$ cat src/rtl/twm_pkg.sv
package twm_pkg;
	// ****************************************
	// Register byte offsets
	// ****************************************
	localparam logic [7:0] OFS_CTRL = 8'h00;
	localparam logic [7:0] OFS_STAT = 8'h04;
	localparam logic [7:0] OFS_DATA = 8'h08;
	localparam logic [7:0] OFS_MODE = 8'h0C;
	localparam logic [7:0] OFS_SERIAL_TIMER_CTRL_REG = 8'h10;

	// ****************************************
	// Reset values and fixed read bits
	// ****************************************
	localparam logic [7:0] MODE_RST = 8'h38;
	localparam logic [7:0] CTRL_RST = 8'h00;
	localparam logic [7:0] SAR_RST = 8'h00;
	localparam logic [2:0] MODE_ONES = 3'h7;
	localparam logic [1:0] STAT_ONES = 2'h3;
	localparam logic [2:0] BC_RST = 3'h0;

	// ****************************************
	// Field positions
	// ****************************************
	localparam int B_IF_EN = 7;
	localparam int B_IRQ_EN = 6;
	localparam int B_MST = 5;
	localparam int B_TRS = 4;
	localparam int B_ACKM = 3;
	localparam int B_ORDER = 7;
	localparam int B_STALL = 6;
	localparam int B_BUSY = 7;
	localparam int B_IRQF = 6;
	localparam int B_SCP = 5;
	localparam int B_AL = 3;
	localparam int B_AAS = 2;
	localparam int B_ACKB = 0;
	localparam int B_FS = 0;
	localparam int B_EXT = 0;

	// ****************************************
	// Frame sizes and clock ratios
	// ****************************************
	localparam logic [3:0] BITS_FULL = 4'h8;
	localparam logic [2:0] MSB_POS = 3'h7;
	localparam logic [8:0] RATIO [0:15] = '{
		9'h01C, 9'h028, 9'h030, 9'h040, 9'h050, 9'h064, 9'h070, 9'h080,
		9'h038, 9'h050, 9'h060, 9'h080, 9'h0A0, 9'h0C8, 9'h0E0, 9'h100
	};

	typedef enum logic [2:0] {
		G_IDLE, G_START1, G_START2, G_STOP1, G_STOP2
	} twm_gen_e;
endpackage

$ cat src/rtl/twm_ctrl.sv
`timescale 1ns/100ps
module twm_ctrl (
	// Clock and reset
	input wire logic sys_clk,
	input wire logic resetn,
	// Chip state
	input wire logic hw_standby,
	input wire logic expanded_mode,
	// AHB-Lite slave
	input wire logic hsel,
	input wire logic [31:0] haddr,
	input wire logic [1:0] htrans,
	input wire logic hwrite,
	input wire logic [2:0] hsize,
	input wire logic [31:0] hwdata,
	input wire logic hready,
	output logic [31:0] hrdata,
	output logic hreadyout,
	output logic hresp,
	// Bus pins
	input wire logic scl_in,
	output logic scl_out,
	output logic scl_oe_n,
	input wire logic sda_in,
	output logic sda_out,
	output logic sda_oe_n,
	// Interrupt request to CPU
	output logic irq_out
);
	// ****************************************
	// Registers and state
	// ****************************************
	logic [7:0] ctrl_r, sar_r, data_r, shift_r;
	logic order_r, stall_r, ext_r;
	logic [2:0] bc_r;
	logic busy_r, irqf_r, al_r, aas_r, ackb_r, irq_armed_r;
	logic [31:0] hrdata_r;
	logic wr_pend_r;
	logic [7:0] wr_addr_r;
	logic scl_q_r, sda_q_r;
	logic [3:0] bit_idx_r;
	logic first_byte_r, go_r, stalled_r;
	logic scl_low_r, gen_sda_low_r, sda_low_r;
	twm_pkg::twm_gen_e gen_r;

	logic if_en, master_select, transmit_select, ackm, acc, rd_acc;
	logic [7:0] wd, rd_mux, mode_rd, stat_rd;
	logic wr_ctrl, wr_stat, wr_data, wr_mode, wr_serial_timer_ctrl_reg, rd_data, rd_stat;
	logic sda_eff, rise, fall, start_det, stop_det;
	logic [3:0] data_bits, total_bits;
	logic in_ack, in_data, frame_run, frame_end, last_data_fall;
	logic [2:0] bit_sel;
	logic tx_bit, arb_lost, addr_match, stall_enter, start_req, stop_req;
	logic slave_ok, div_run, tick, sda_low_nxt;

	// ****************************************
	// Bus slave
	// ****************************************
	assign if_en = ctrl_r[twm_pkg::B_IF_EN];
	assign master_select = ctrl_r[twm_pkg::B_MST];
	assign transmit_select = ctrl_r[twm_pkg::B_TRS];
	assign ackm = ctrl_r[twm_pkg::B_ACKM];
	assign acc = hsel && htrans[1] && hready;
	assign rd_acc = acc && !hwrite;
	assign wd = hwdata[7:0];
	assign wr_ctrl = wr_pend_r && wr_addr_r == twm_pkg::OFS_CTRL;
	assign wr_stat = wr_pend_r && wr_addr_r == twm_pkg::OFS_STAT;
	assign wr_data = wr_pend_r && wr_addr_r == twm_pkg::OFS_DATA;
	assign wr_mode = wr_pend_r && wr_addr_r == twm_pkg::OFS_MODE;
	assign wr_serial_timer_ctrl_reg = wr_pend_r && wr_addr_r == twm_pkg::OFS_SERIAL_TIMER_CTRL_REG;
	assign rd_data = rd_acc && haddr[7:0] == twm_pkg::OFS_DATA;
	assign rd_stat = rd_acc && haddr[7:0] == twm_pkg::OFS_STAT;
	assign hrdata = hrdata_r;
	assign hreadyout = 1'b1;
	assign hresp = 1'b0;

	assign mode_rd = {order_r, stall_r, twm_pkg::MODE_ONES, bc_r};
	assign stat_rd = {busy_r, irqf_r, twm_pkg::STAT_ONES, al_r, aas_r, 1'b0, ackb_r};

	always_comb begin
		case (haddr[7:0])
			twm_pkg::OFS_CTRL: rd_mux = ctrl_r;
			twm_pkg::OFS_STAT: rd_mux = stat_rd;
			twm_pkg::OFS_DATA: rd_mux = data_r;
			twm_pkg::OFS_MODE: rd_mux = if_en ? mode_rd : sar_r;
			twm_pkg::OFS_SERIAL_TIMER_CTRL_REG: rd_mux = {7'h00, ext_r};
			default: rd_mux = 8'h00;
		endcase
	end

	// Read data registered so it stands through the data phase
	always_ff @(posedge sys_clk or negedge resetn) begin
		if (!resetn) begin
			hrdata_r <= 32'h0000_0000;
		end else if (rd_acc) begin
			hrdata_r <= {24'h00_0000, rd_mux};
		end
	end

	always_ff @(posedge sys_clk or negedge resetn) begin
		if (!resetn) begin
			wr_pend_r <= 1'b0;
			wr_addr_r <= 8'h00;
		end else begin
			wr_pend_r <= acc && hwrite;
			if (acc) begin
				wr_addr_r <= haddr[7:0];
			end
		end
	end

	// ****************************************
	// Software registers
	// ****************************************
	always_ff @(posedge sys_clk or negedge resetn) begin
		if (!resetn) begin
			ctrl_r <= twm_pkg::CTRL_RST;
		end else if (hw_standby) begin
			ctrl_r <= twm_pkg::CTRL_RST;
		end else begin
			if (wr_ctrl) begin
				ctrl_r <= wd;
			end
			if (addr_match) begin
				ctrl_r[twm_pkg::B_TRS] <= shift_r[0];
			end
			if (arb_lost) begin
				ctrl_r[twm_pkg::B_MST] <= 1'b0;
				ctrl_r[twm_pkg::B_TRS] <= 1'b0;
			end
		end
	end

	always_ff @(posedge sys_clk or negedge resetn) begin
		if (!resetn) begin
			{order_r, stall_r, bc_r} <= {twm_pkg::MODE_RST[7:6], twm_pkg::MODE_RST[2:0]};
		end else if (hw_standby) begin
			{order_r, stall_r, bc_r} <= {twm_pkg::MODE_RST[7:6], twm_pkg::MODE_RST[2:0]};
		end else begin
			if (wr_mode && if_en) begin
				order_r <= wd[twm_pkg::B_ORDER];
				stall_r <= wd[twm_pkg::B_STALL];
				bc_r <= wd[2:0];
			end
			if (start_det || frame_end) begin
				bc_r <= twm_pkg::BC_RST;
			end
		end
	end

	always_ff @(posedge sys_clk or negedge resetn) begin
		if (!resetn) begin
			sar_r <= twm_pkg::SAR_RST;
			ext_r <= 1'b0;
		end else if (hw_standby) begin
			sar_r <= twm_pkg::SAR_RST;
			ext_r <= 1'b0;
		end else begin
			if (wr_mode && !if_en) begin
				sar_r <= wd;
			end
			if (wr_serial_timer_ctrl_reg) begin
				ext_r <= wd[twm_pkg::B_EXT];
			end
		end
	end

	// Received bytes land here at frame end; in master transmit mode software writes start a transmit
	always_ff @(posedge sys_clk or negedge resetn) begin
		if (!resetn) begin
			data_r <= 8'h00;
		end else if (frame_end && !transmit_select) begin
			data_r <= shift_r;
		end else if (wr_data) begin
			data_r <= wd;
		end
	end

	// ****************************************
	// Status flags
	// ****************************************
	always_ff @(posedge sys_clk or negedge resetn) begin
		if (!resetn) begin
			irqf_r <= 1'b0;
			irq_armed_r <= 1'b0;
		end else if (hw_standby) begin
			irqf_r <= 1'b0;
			irq_armed_r <= 1'b0;
		end else begin
			if (rd_stat && irqf_r) begin
				irq_armed_r <= 1'b1;
			end
			// Set wins over a clear landing in the same cycle
			if (frame_end || arb_lost || stall_enter || addr_match) begin
				irqf_r <= 1'b1;
			end else if (wr_stat && !wd[twm_pkg::B_IRQF] && irq_armed_r) begin
				irqf_r <= 1'b0;
				irq_armed_r <= 1'b0;
			end
		end
	end

	always_ff @(posedge sys_clk or negedge resetn) begin
		if (!resetn) begin
			{busy_r, al_r, aas_r, ackb_r} <= 4'h0;
		end else if (hw_standby) begin
			{busy_r, al_r, aas_r, ackb_r} <= 4'h0;
		end else begin
			if (wr_stat) begin
				ackb_r <= wd[twm_pkg::B_ACKB];
				al_r <= al_r && wd[twm_pkg::B_AL];
				aas_r <= aas_r && wd[twm_pkg::B_AAS];
			end
			if (rise && in_ack && transmit_select && frame_run) begin
				ackb_r <= sda_eff;
			end
			if (start_det) begin
				busy_r <= 1'b1;
				aas_r <= 1'b0;
			end
			if (stop_det) begin
				busy_r <= 1'b0;
				aas_r <= 1'b0;
			end
			if (arb_lost) begin
				al_r <= 1'b1;
			end
			if (addr_match) begin
				aas_r <= 1'b1;
			end
		end
	end

	assign irq_out = irqf_r && ctrl_r[twm_pkg::B_IRQ_EN];

	// ****************************************
	// Line watch and frame counting
	// ****************************************
	assign sda_eff = expanded_mode ? 1'b1 : sda_in;
	assign rise = if_en && scl_in && !scl_q_r;
	assign fall = if_en && !scl_in && scl_q_r;
	assign start_det = if_en && scl_in && scl_q_r && sda_q_r && !sda_eff;
	assign stop_det = if_en && scl_in && scl_q_r && !sda_q_r && sda_eff;
	assign data_bits = (bc_r == twm_pkg::BC_RST) ? twm_pkg::BITS_FULL : {1'b0, bc_r};
	assign total_bits = data_bits + {3'h0, !ackm};
	assign in_data = bit_idx_r < data_bits;
	assign in_ack = !ackm && bit_idx_r == data_bits;
	assign bit_sel = order_r ? bit_idx_r[2:0] : twm_pkg::MSB_POS - bit_idx_r[2:0];
	assign tx_bit = data_r[bit_sel];
	assign slave_ok = aas_r || first_byte_r || sar_r[twm_pkg::B_FS];
	assign frame_run = busy_r && (master_select ? go_r : slave_ok);
	assign frame_end = fall && frame_run && bit_idx_r + 4'h1 == total_bits;
	assign last_data_fall = fall && frame_run && bit_idx_r + 4'h1 == data_bits;
	assign stall_enter = last_data_fall && !ackm && stall_r;
	assign arb_lost = rise && frame_run && master_select && transmit_select && in_data && tx_bit && !sda_eff;
	assign addr_match = frame_end && first_byte_r && !master_select && !sar_r[twm_pkg::B_FS]
		&& shift_r[7:1] == sar_r[7:1];

	always_ff @(posedge sys_clk or negedge resetn) begin
		if (!resetn) begin
			scl_q_r <= 1'b1;
			sda_q_r <= 1'b1;
		end else begin
			scl_q_r <= scl_in;
			sda_q_r <= sda_eff;
		end
	end

	always_ff @(posedge sys_clk or negedge resetn) begin
		if (!resetn) begin
			bit_idx_r <= 4'h0;
			shift_r <= 8'h00;
			first_byte_r <= 1'b0;
		end else if (!if_en || start_det || stop_det) begin
			bit_idx_r <= 4'h0;
			first_byte_r <= start_det;
		end else begin
			if (rise && frame_run && in_data && (!transmit_select || first_byte_r)) begin
				shift_r[bit_sel] <= sda_eff;
			end
			if (frame_end) begin
				bit_idx_r <= 4'h0;
				first_byte_r <= 1'b0;
			end else if (fall && frame_run) begin
				bit_idx_r <= bit_idx_r + 4'h1;
			end
		end
	end

	// Master frames are started by a data access, as in the host sequence
	always_ff @(posedge sys_clk or negedge resetn) begin
		if (!resetn) begin
			go_r <= 1'b0;
		end else if (!if_en || !busy_r || frame_end || arb_lost) begin
			go_r <= 1'b0;
		end else if (master_select && (wr_data || rd_data)) begin
			go_r <= 1'b1;
		end
	end

	// SCL kept low from the last data fall until software clears the flag
	always_ff @(posedge sys_clk or negedge resetn) begin
		if (!resetn) begin
			stalled_r <= 1'b0;
		end else if (!if_en || stop_det) begin
			stalled_r <= 1'b0;
		end else if (stall_enter) begin
			stalled_r <= 1'b1;
		end else if (!irqf_r) begin
			stalled_r <= 1'b0;
		end
	end

	// ****************************************
	// Master clock and conditions
	// ****************************************
	assign start_req = wr_stat && master_select && wd[twm_pkg::B_BUSY] && !wd[twm_pkg::B_SCP];
	assign stop_req = wr_stat && master_select && !wd[twm_pkg::B_BUSY] && !wd[twm_pkg::B_SCP];
	assign div_run = if_en && master_select && ((go_r && !stalled_r) || gen_r != twm_pkg::G_IDLE);

	twm_clk_div u_div (
		.sys_clk(sys_clk),
		.resetn(resetn),
		.run(div_run),
		.ratio(twm_pkg::RATIO[{ext_r, ctrl_r[2:0]}]),
		.tick(tick)
	);

	always_ff @(posedge sys_clk or negedge resetn) begin
		if (!resetn) begin
			gen_r <= twm_pkg::G_IDLE;
			scl_low_r <= 1'b0;
			gen_sda_low_r <= 1'b0;
		end else if (!if_en || !master_select) begin
			gen_r <= twm_pkg::G_IDLE;
			scl_low_r <= 1'b0;
			gen_sda_low_r <= 1'b0;
		end else begin
			case (gen_r)
				twm_pkg::G_IDLE: begin
					if (start_req) begin
						gen_r <= twm_pkg::G_START1;
						scl_low_r <= 1'b0;
					end else if (stop_req) begin
						gen_r <= twm_pkg::G_STOP1;
						gen_sda_low_r <= 1'b1;
					end else if (tick && go_r && !stalled_r) begin
						// A slow slave may stretch the low phase
						if (scl_low_r) begin
							scl_low_r <= 1'b0;
						end else if (scl_in) begin
							scl_low_r <= 1'b1;
						end
					end
				end
				twm_pkg::G_START1: begin
					if (tick && scl_in) begin
						gen_sda_low_r <= 1'b1;
						gen_r <= twm_pkg::G_START2;
					end
				end
				twm_pkg::G_START2: begin
					if (tick) begin
						scl_low_r <= 1'b1;
						gen_sda_low_r <= 1'b0;
						gen_r <= twm_pkg::G_IDLE;
					end
				end
				twm_pkg::G_STOP1: begin
					if (tick) begin
						scl_low_r <= 1'b0;
						gen_r <= twm_pkg::G_STOP2;
					end
				end
				twm_pkg::G_STOP2: begin
					if (tick && scl_in) begin
						gen_sda_low_r <= 1'b0;
						gen_r <= twm_pkg::G_IDLE;
					end
				end
				default: gen_r <= twm_pkg::G_IDLE;
			endcase
		end
	end

	// ****************************************
	// Pin drive
	// ****************************************
	always_comb begin
		sda_low_nxt = 1'b0;
		if (gen_r != twm_pkg::G_IDLE) begin
			sda_low_nxt = gen_sda_low_r;
		end else if (frame_run && !arb_lost) begin
			if (transmit_select && in_data && !first_byte_r) begin
				sda_low_nxt = !tx_bit;
			end else if (master_select && transmit_select && in_data) begin
				sda_low_nxt = !tx_bit;
			end else if ((!transmit_select || (first_byte_r && !master_select)) && in_ack) begin
				sda_low_nxt = !ackb_r;
			end
		end
	end

	always_ff @(posedge sys_clk or negedge resetn) begin
		if (!resetn) begin
			sda_low_r <= 1'b0;
		end else begin
			sda_low_r <= sda_low_nxt && if_en && !stop_det;
		end
	end

	assign scl_out = 1'b0;
	assign sda_out = 1'b0;
	assign scl_oe_n = !(if_en && (scl_low_r || stalled_r));
	assign sda_oe_n = !(if_en && !expanded_mode && sda_low_r);
endmodule

$ cat src/rtl/twm_clk_div.sv
`timescale 1ns/100ps
module twm_clk_div (
	// Clock and reset
	input wire logic sys_clk,
	input wire logic resetn,
	// Control
	input wire logic run,
	input wire logic [8:0] ratio,
	// Half-period enable pulse
	output logic tick
);
	logic [7:0] cnt_r;
	logic [7:0] half;
	logic tick_r;

	assign half = ratio[8:1];
	assign tick = tick_r;

	always_ff @(posedge sys_clk or negedge resetn) begin
		if (!resetn) begin
			cnt_r <= 8'h00;
		end else if (!run || cnt_r == half - 8'h01) begin
			cnt_r <= 8'h00;
		end else begin
			cnt_r <= cnt_r + 8'h01;
		end
	end

	// One half of the SCL period per pulse
	always_ff @(posedge sys_clk or negedge resetn) begin
		if (!resetn) begin
			tick_r <= 1'b0;
		end else begin
			tick_r <= run && cnt_r == half - 8'h01;
		end
	end
endmodule

$ cat config.mk
export PLATFORM = sky130hd
export DESIGN_NAME = twm_ctrl
export DESIGN_NICKNAME = d
export VERILOG_FILES = /design/src/rtl/twm_pkg.sv /design/src/rtl/twm_ctrl.sv /design/src/rtl/twm_clk_div.sv
export SDC_FILE = /design/constraint.sdc
export NUM_CORES = 1
export LEC_CHECK = 0
export BUFFER_PORTS_ARGS = -buffer_cell sky130_fd_sc_hd__buf_2
export CORE_ASPECT_RATIO = 0.7
export CORE_UTILIZATION = 40
export CTS_BUF_LIST = sky130_fd_sc_hd__clkbuf_8
export CTS_CLUSTER_SIZE = 24
export DETAILED_ROUTE_END_ITERATION = 12
export PLACE_DENSITY = 0.67
export SLEW_MARGIN = 25
export SYNTH_ARGS = -nofsm -noshare
export SYNTH_HDL_FRONTEND = slang
export SYNTH_SLANG_ARGS = --single-unit
$ cat constraint.sdc
create_clock -name sys_clk -period 3 [get_ports sys_clk]
set_input_delay 0.3 -clock sys_clk [delete_from_list [all_inputs] [get_ports sys_clk]]
set_output_delay 0.3 -clock sys_clk [all_outputs]
set_load 0.02 [all_outputs]
==> metrics <==
Crit Path Max Fanout 24; R2R depth 9; core footprint 14,000 sq um; reg-to-reg critical path endpoint shift_r[3]$_DFFE_PN0P_; WL/cell 17.2 um; fmax roughly 0.38 GHz; CP Class flip-flop to flip-flop; Synth Cell Area between 5000 and 6000 sq um; most frequent cell after synthesis dfrtp_1; Syn Inst Count around 640; CP Data Required Time 3.25 ns; initial antenna violation count 0; Final ANT Viol Nets 0; most frequent cells after synthesis 83 x dfrtp_1, 55 x nand2_1, 48 x nor2_1; DIE AREA about 15,000 sq um; port bufs 36; Worst Path Arrival approximately 2.9 ns; DRT Wirelength between 10,000 and 15,000 um; fin nets around 750; Reg clk slew, reported paths approximately 0.1 ns; failing checks negative hold slack; largest net degree at the start of global routing 86; R2R setup slack 0.34 ns; Post-CTS Setup Bufs 0; placed wire-length estimate 10,900 um; vias 4,775; post-cts sizing count 0; chip width around 150 um; Ant. Diodes 0; period utilization between 80% and 90%; Syn Area/Cell between 9 and 10 sq um; CP startpoint kind flip-flop; asr flop ratio synth 100%; Area Growth Syn to Fin 7.64%; reg-to-reg critical path startpoint bc_r[2]$_DFFE_PN0P_; TritonCTS Buffers 9; Max Root-Sink Buffers 2; Final Hold Fails 21; WHS -0.0451 ns; GP Congestion about 0.9; worst hold-check path type primary input to asynchronous set/reset pin; number of global-route vias before repair 4,399; first-pass GRT wire length between 20,000 and 25,000 um; # hold bufs at CTS 0; final setup TNS 0 ns; Max VDD drop ~230 uV; DRC viols 0; GR Util All Layers 20.1%; Yosys reg bits 85; Synth Warn # 0; post-synth top area share a little over a third; Yosys cell types between 70 and 80; Leak Pwr 2.71 nW; Slew Limit Fails 0; outcome complete, but fails checks; RSZ-0062 raised after global routing no; worst rel slew slack about 46%; CTS tree yes; maxcap violations 0; Post-synth EDFFs 0; Main synth FF type dfrtp_1; vias per std cell about 5.6; register area share after synthesis about 37%; GRT overflow 0; I/O pin cnt roughly 120; slew at the pin with the worst max-slew slack just over 0.8 ns; H-tree levels 3; min cycle time layout between 2 and 3 ns; Chip Height between 100 and 150 um; Synth area leader dfrtp_1; Synth area leaders dfrtp_1 36%, mux2i_1 5.0%, mux2_2 4.7%; worst skew pair latency approximately 0.37 ns; fraction of layout cells with a size suffix above 1 around 17%; Cell Rows 36; nature of the critical path endpoint flip-flop; P per Cell Area 364 nW/um^2; Layout Skew about 0.014 ns; final setup violating endpoints 0; Initial Util around two fifths; Iter 0 DRT Violations about 400; clk root buf clkbuf_8; drt pass-1 iters 5; clock sink total 85
[flip-flops by register name, summed over array words and instances, names as in the netlist, 3 cells and up]
signal,count
ctrl_r,8
sar_r,8
gen_r,3
u_div.cnt_r,8
shift_r,8
bc_r,3
wr_addr_r,8
bit_idx_r,4
hrdata,8
data_r,8
[per-stage QoR]
| step | instance area (sq um) | total power [mW] | util [%] | std cells | worst slack, ns |
|---|---|---|---|---|---|
| 6_report | 6200 | 2.26 | 44.3 | 852 | 0.336 |
| 5_1_grt | 6200 | 2.34 | 44.3 | 852 | 0.152 |
| 4_1_cts | 6200 | 2.26 | 44.3 | 852 | 0.328 |
| 3_5_place_dp | 6000 | 1.41 | 42.8 | 836 | 0.340 |
| 3_3_place_gp | 6000 | 1.40 | 42.8 | 836 | 0.485 |
| 2_1_floorplan | 5860 | 1.36 | - | 664 | 0.558 |
[cells in the final DEF (no fill, tap or decap), types with 5 or more instances in the layout]
| cell type | netlist | routed |
|---|---|---|
| a21o_1 | 5 | 5 |
| a21oi_1 | 42 | 42 |
| a31o_2 | 5 | 5 |
| a31oi_1 | 5 | 5 |
| and3_1 | 8 | 8 |
| buf_2 | 11 | 35 |
| buf_4 | 29 | 11 |
| clkbuf_8 | 0 | 9 |
| conb_1 | 2 | 28 |
| dfrtp_1 | 83 | 83 |
| ha_1 | 13 | 13 |
| inv_1 | 16 | 16 |
| mux2_2 | 24 | 24 |
| mux2i_1 | 29 | 29 |
| nand2_1 | 55 | 55 |
| nand2b_1 | 16 | 16 |
| nand3_1 | 24 | 24 |
| nand4_1 | 11 | 11 |
| nand4b_1 | 5 | 5 |
| nor2_1 | 48 | 48 |
| nor2b_1 | 18 | 18 |
| nor3_1 | 12 | 12 |
| nor3b_1 | 6 | 6 |
| o21ai_0 | 22 | 22 |
| o22ai_1 | 17 | 17 |
| or3_1 | 5 | 5 |
| xnor2_1 | 18 | 18 |
| xor2_1 | 14 | 14 |
[per-layer routing]
metal	part of all wire, %	vias up	track usage, %
met4	0.46	0	3.24
li1	-	2259	-
met3	7.5	10	4.64
met2	42	170	29.7
met1	50	2336	30.1
met5	0	-	0
[logic make-up (layout without fill, tap and decap cells)]
group | count (synthesis) | count (layout) | share of synthesized area, %
AOI/OAI and AO/OA | 131 | 131 | 14.6
and+or+nand+nor | 235 | 235 | 21.8
muxes | 54 | 54 | 9.98
DFF | 85 | 85 | 36.9
xor gates and xnor gates | 35 | 35 | 5.93
other | 2 | 28 | 0.130
adders and majority gates | 14 | 14 | 3.00
buffers and inverters | 82 | 80 | 7.60
[cell type report]
class                   count  area, sq um
fillers                  1333         7800
multi-input cells         497         3300
flip-flops and latches     85         2130
repair buffers             47          269
well taps                 190          238
clock buffers               9          124
clock inverters             7         80.1
inverters                  17         63.8
[how the worst max path moves through the flow]
stage	endpoint	startpoint	slack [ns]	cells past startpoint
floorplan	shift_r[6]$_DFFE_PN0P_	bc_r[2]$_DFFE_PN0P_	0.56	11
global placement	data_r[7]$_DFFE_PN0P_	bit_idx_r[0]$_DFFE_PN0P_	0.49	7
detailed placement	shift_r[3]$_DFFE_PN0P_	bc_r[2]$_DFFE_PN0P_	0.34	9
CTS	shift_r[3]$_DFFE_PN0P_	bc_r[2]$_DFFE_PN0P_	0.33	9
global route	shift_r[7]$_DFFE_PN0P_	bc_r[2]$_DFFE_PN0P_	0.15	9
finish	shift_r[3]$_DFFE_PN0P_	bc_r[2]$_DFFE_PN0P_	0.34	9
[power breakdown]
group / total [mW] / internal, mW / switching [mW]
Combinational: 0.181 / 0.0605 / 0.121
Sequential: 1.21 / 1.17 / 0.0348
Clock: 0.865 / 0.399 / 0.467
Total: 2.26 / 1.63 / 0.623
[critical path, cell delays in order (launching register included)]
cell and delay, ns:
dfrtp_1 0.50, nor3_1 0.46, inv_1 0.11, ha_1 0.33, a21oi_1 0.19, and2_1 0.17, and3_1 0.15, buf_4 0.24
nand4_1 0.13, o221a_2 0.28
Power figures use the tool's default switching activity.
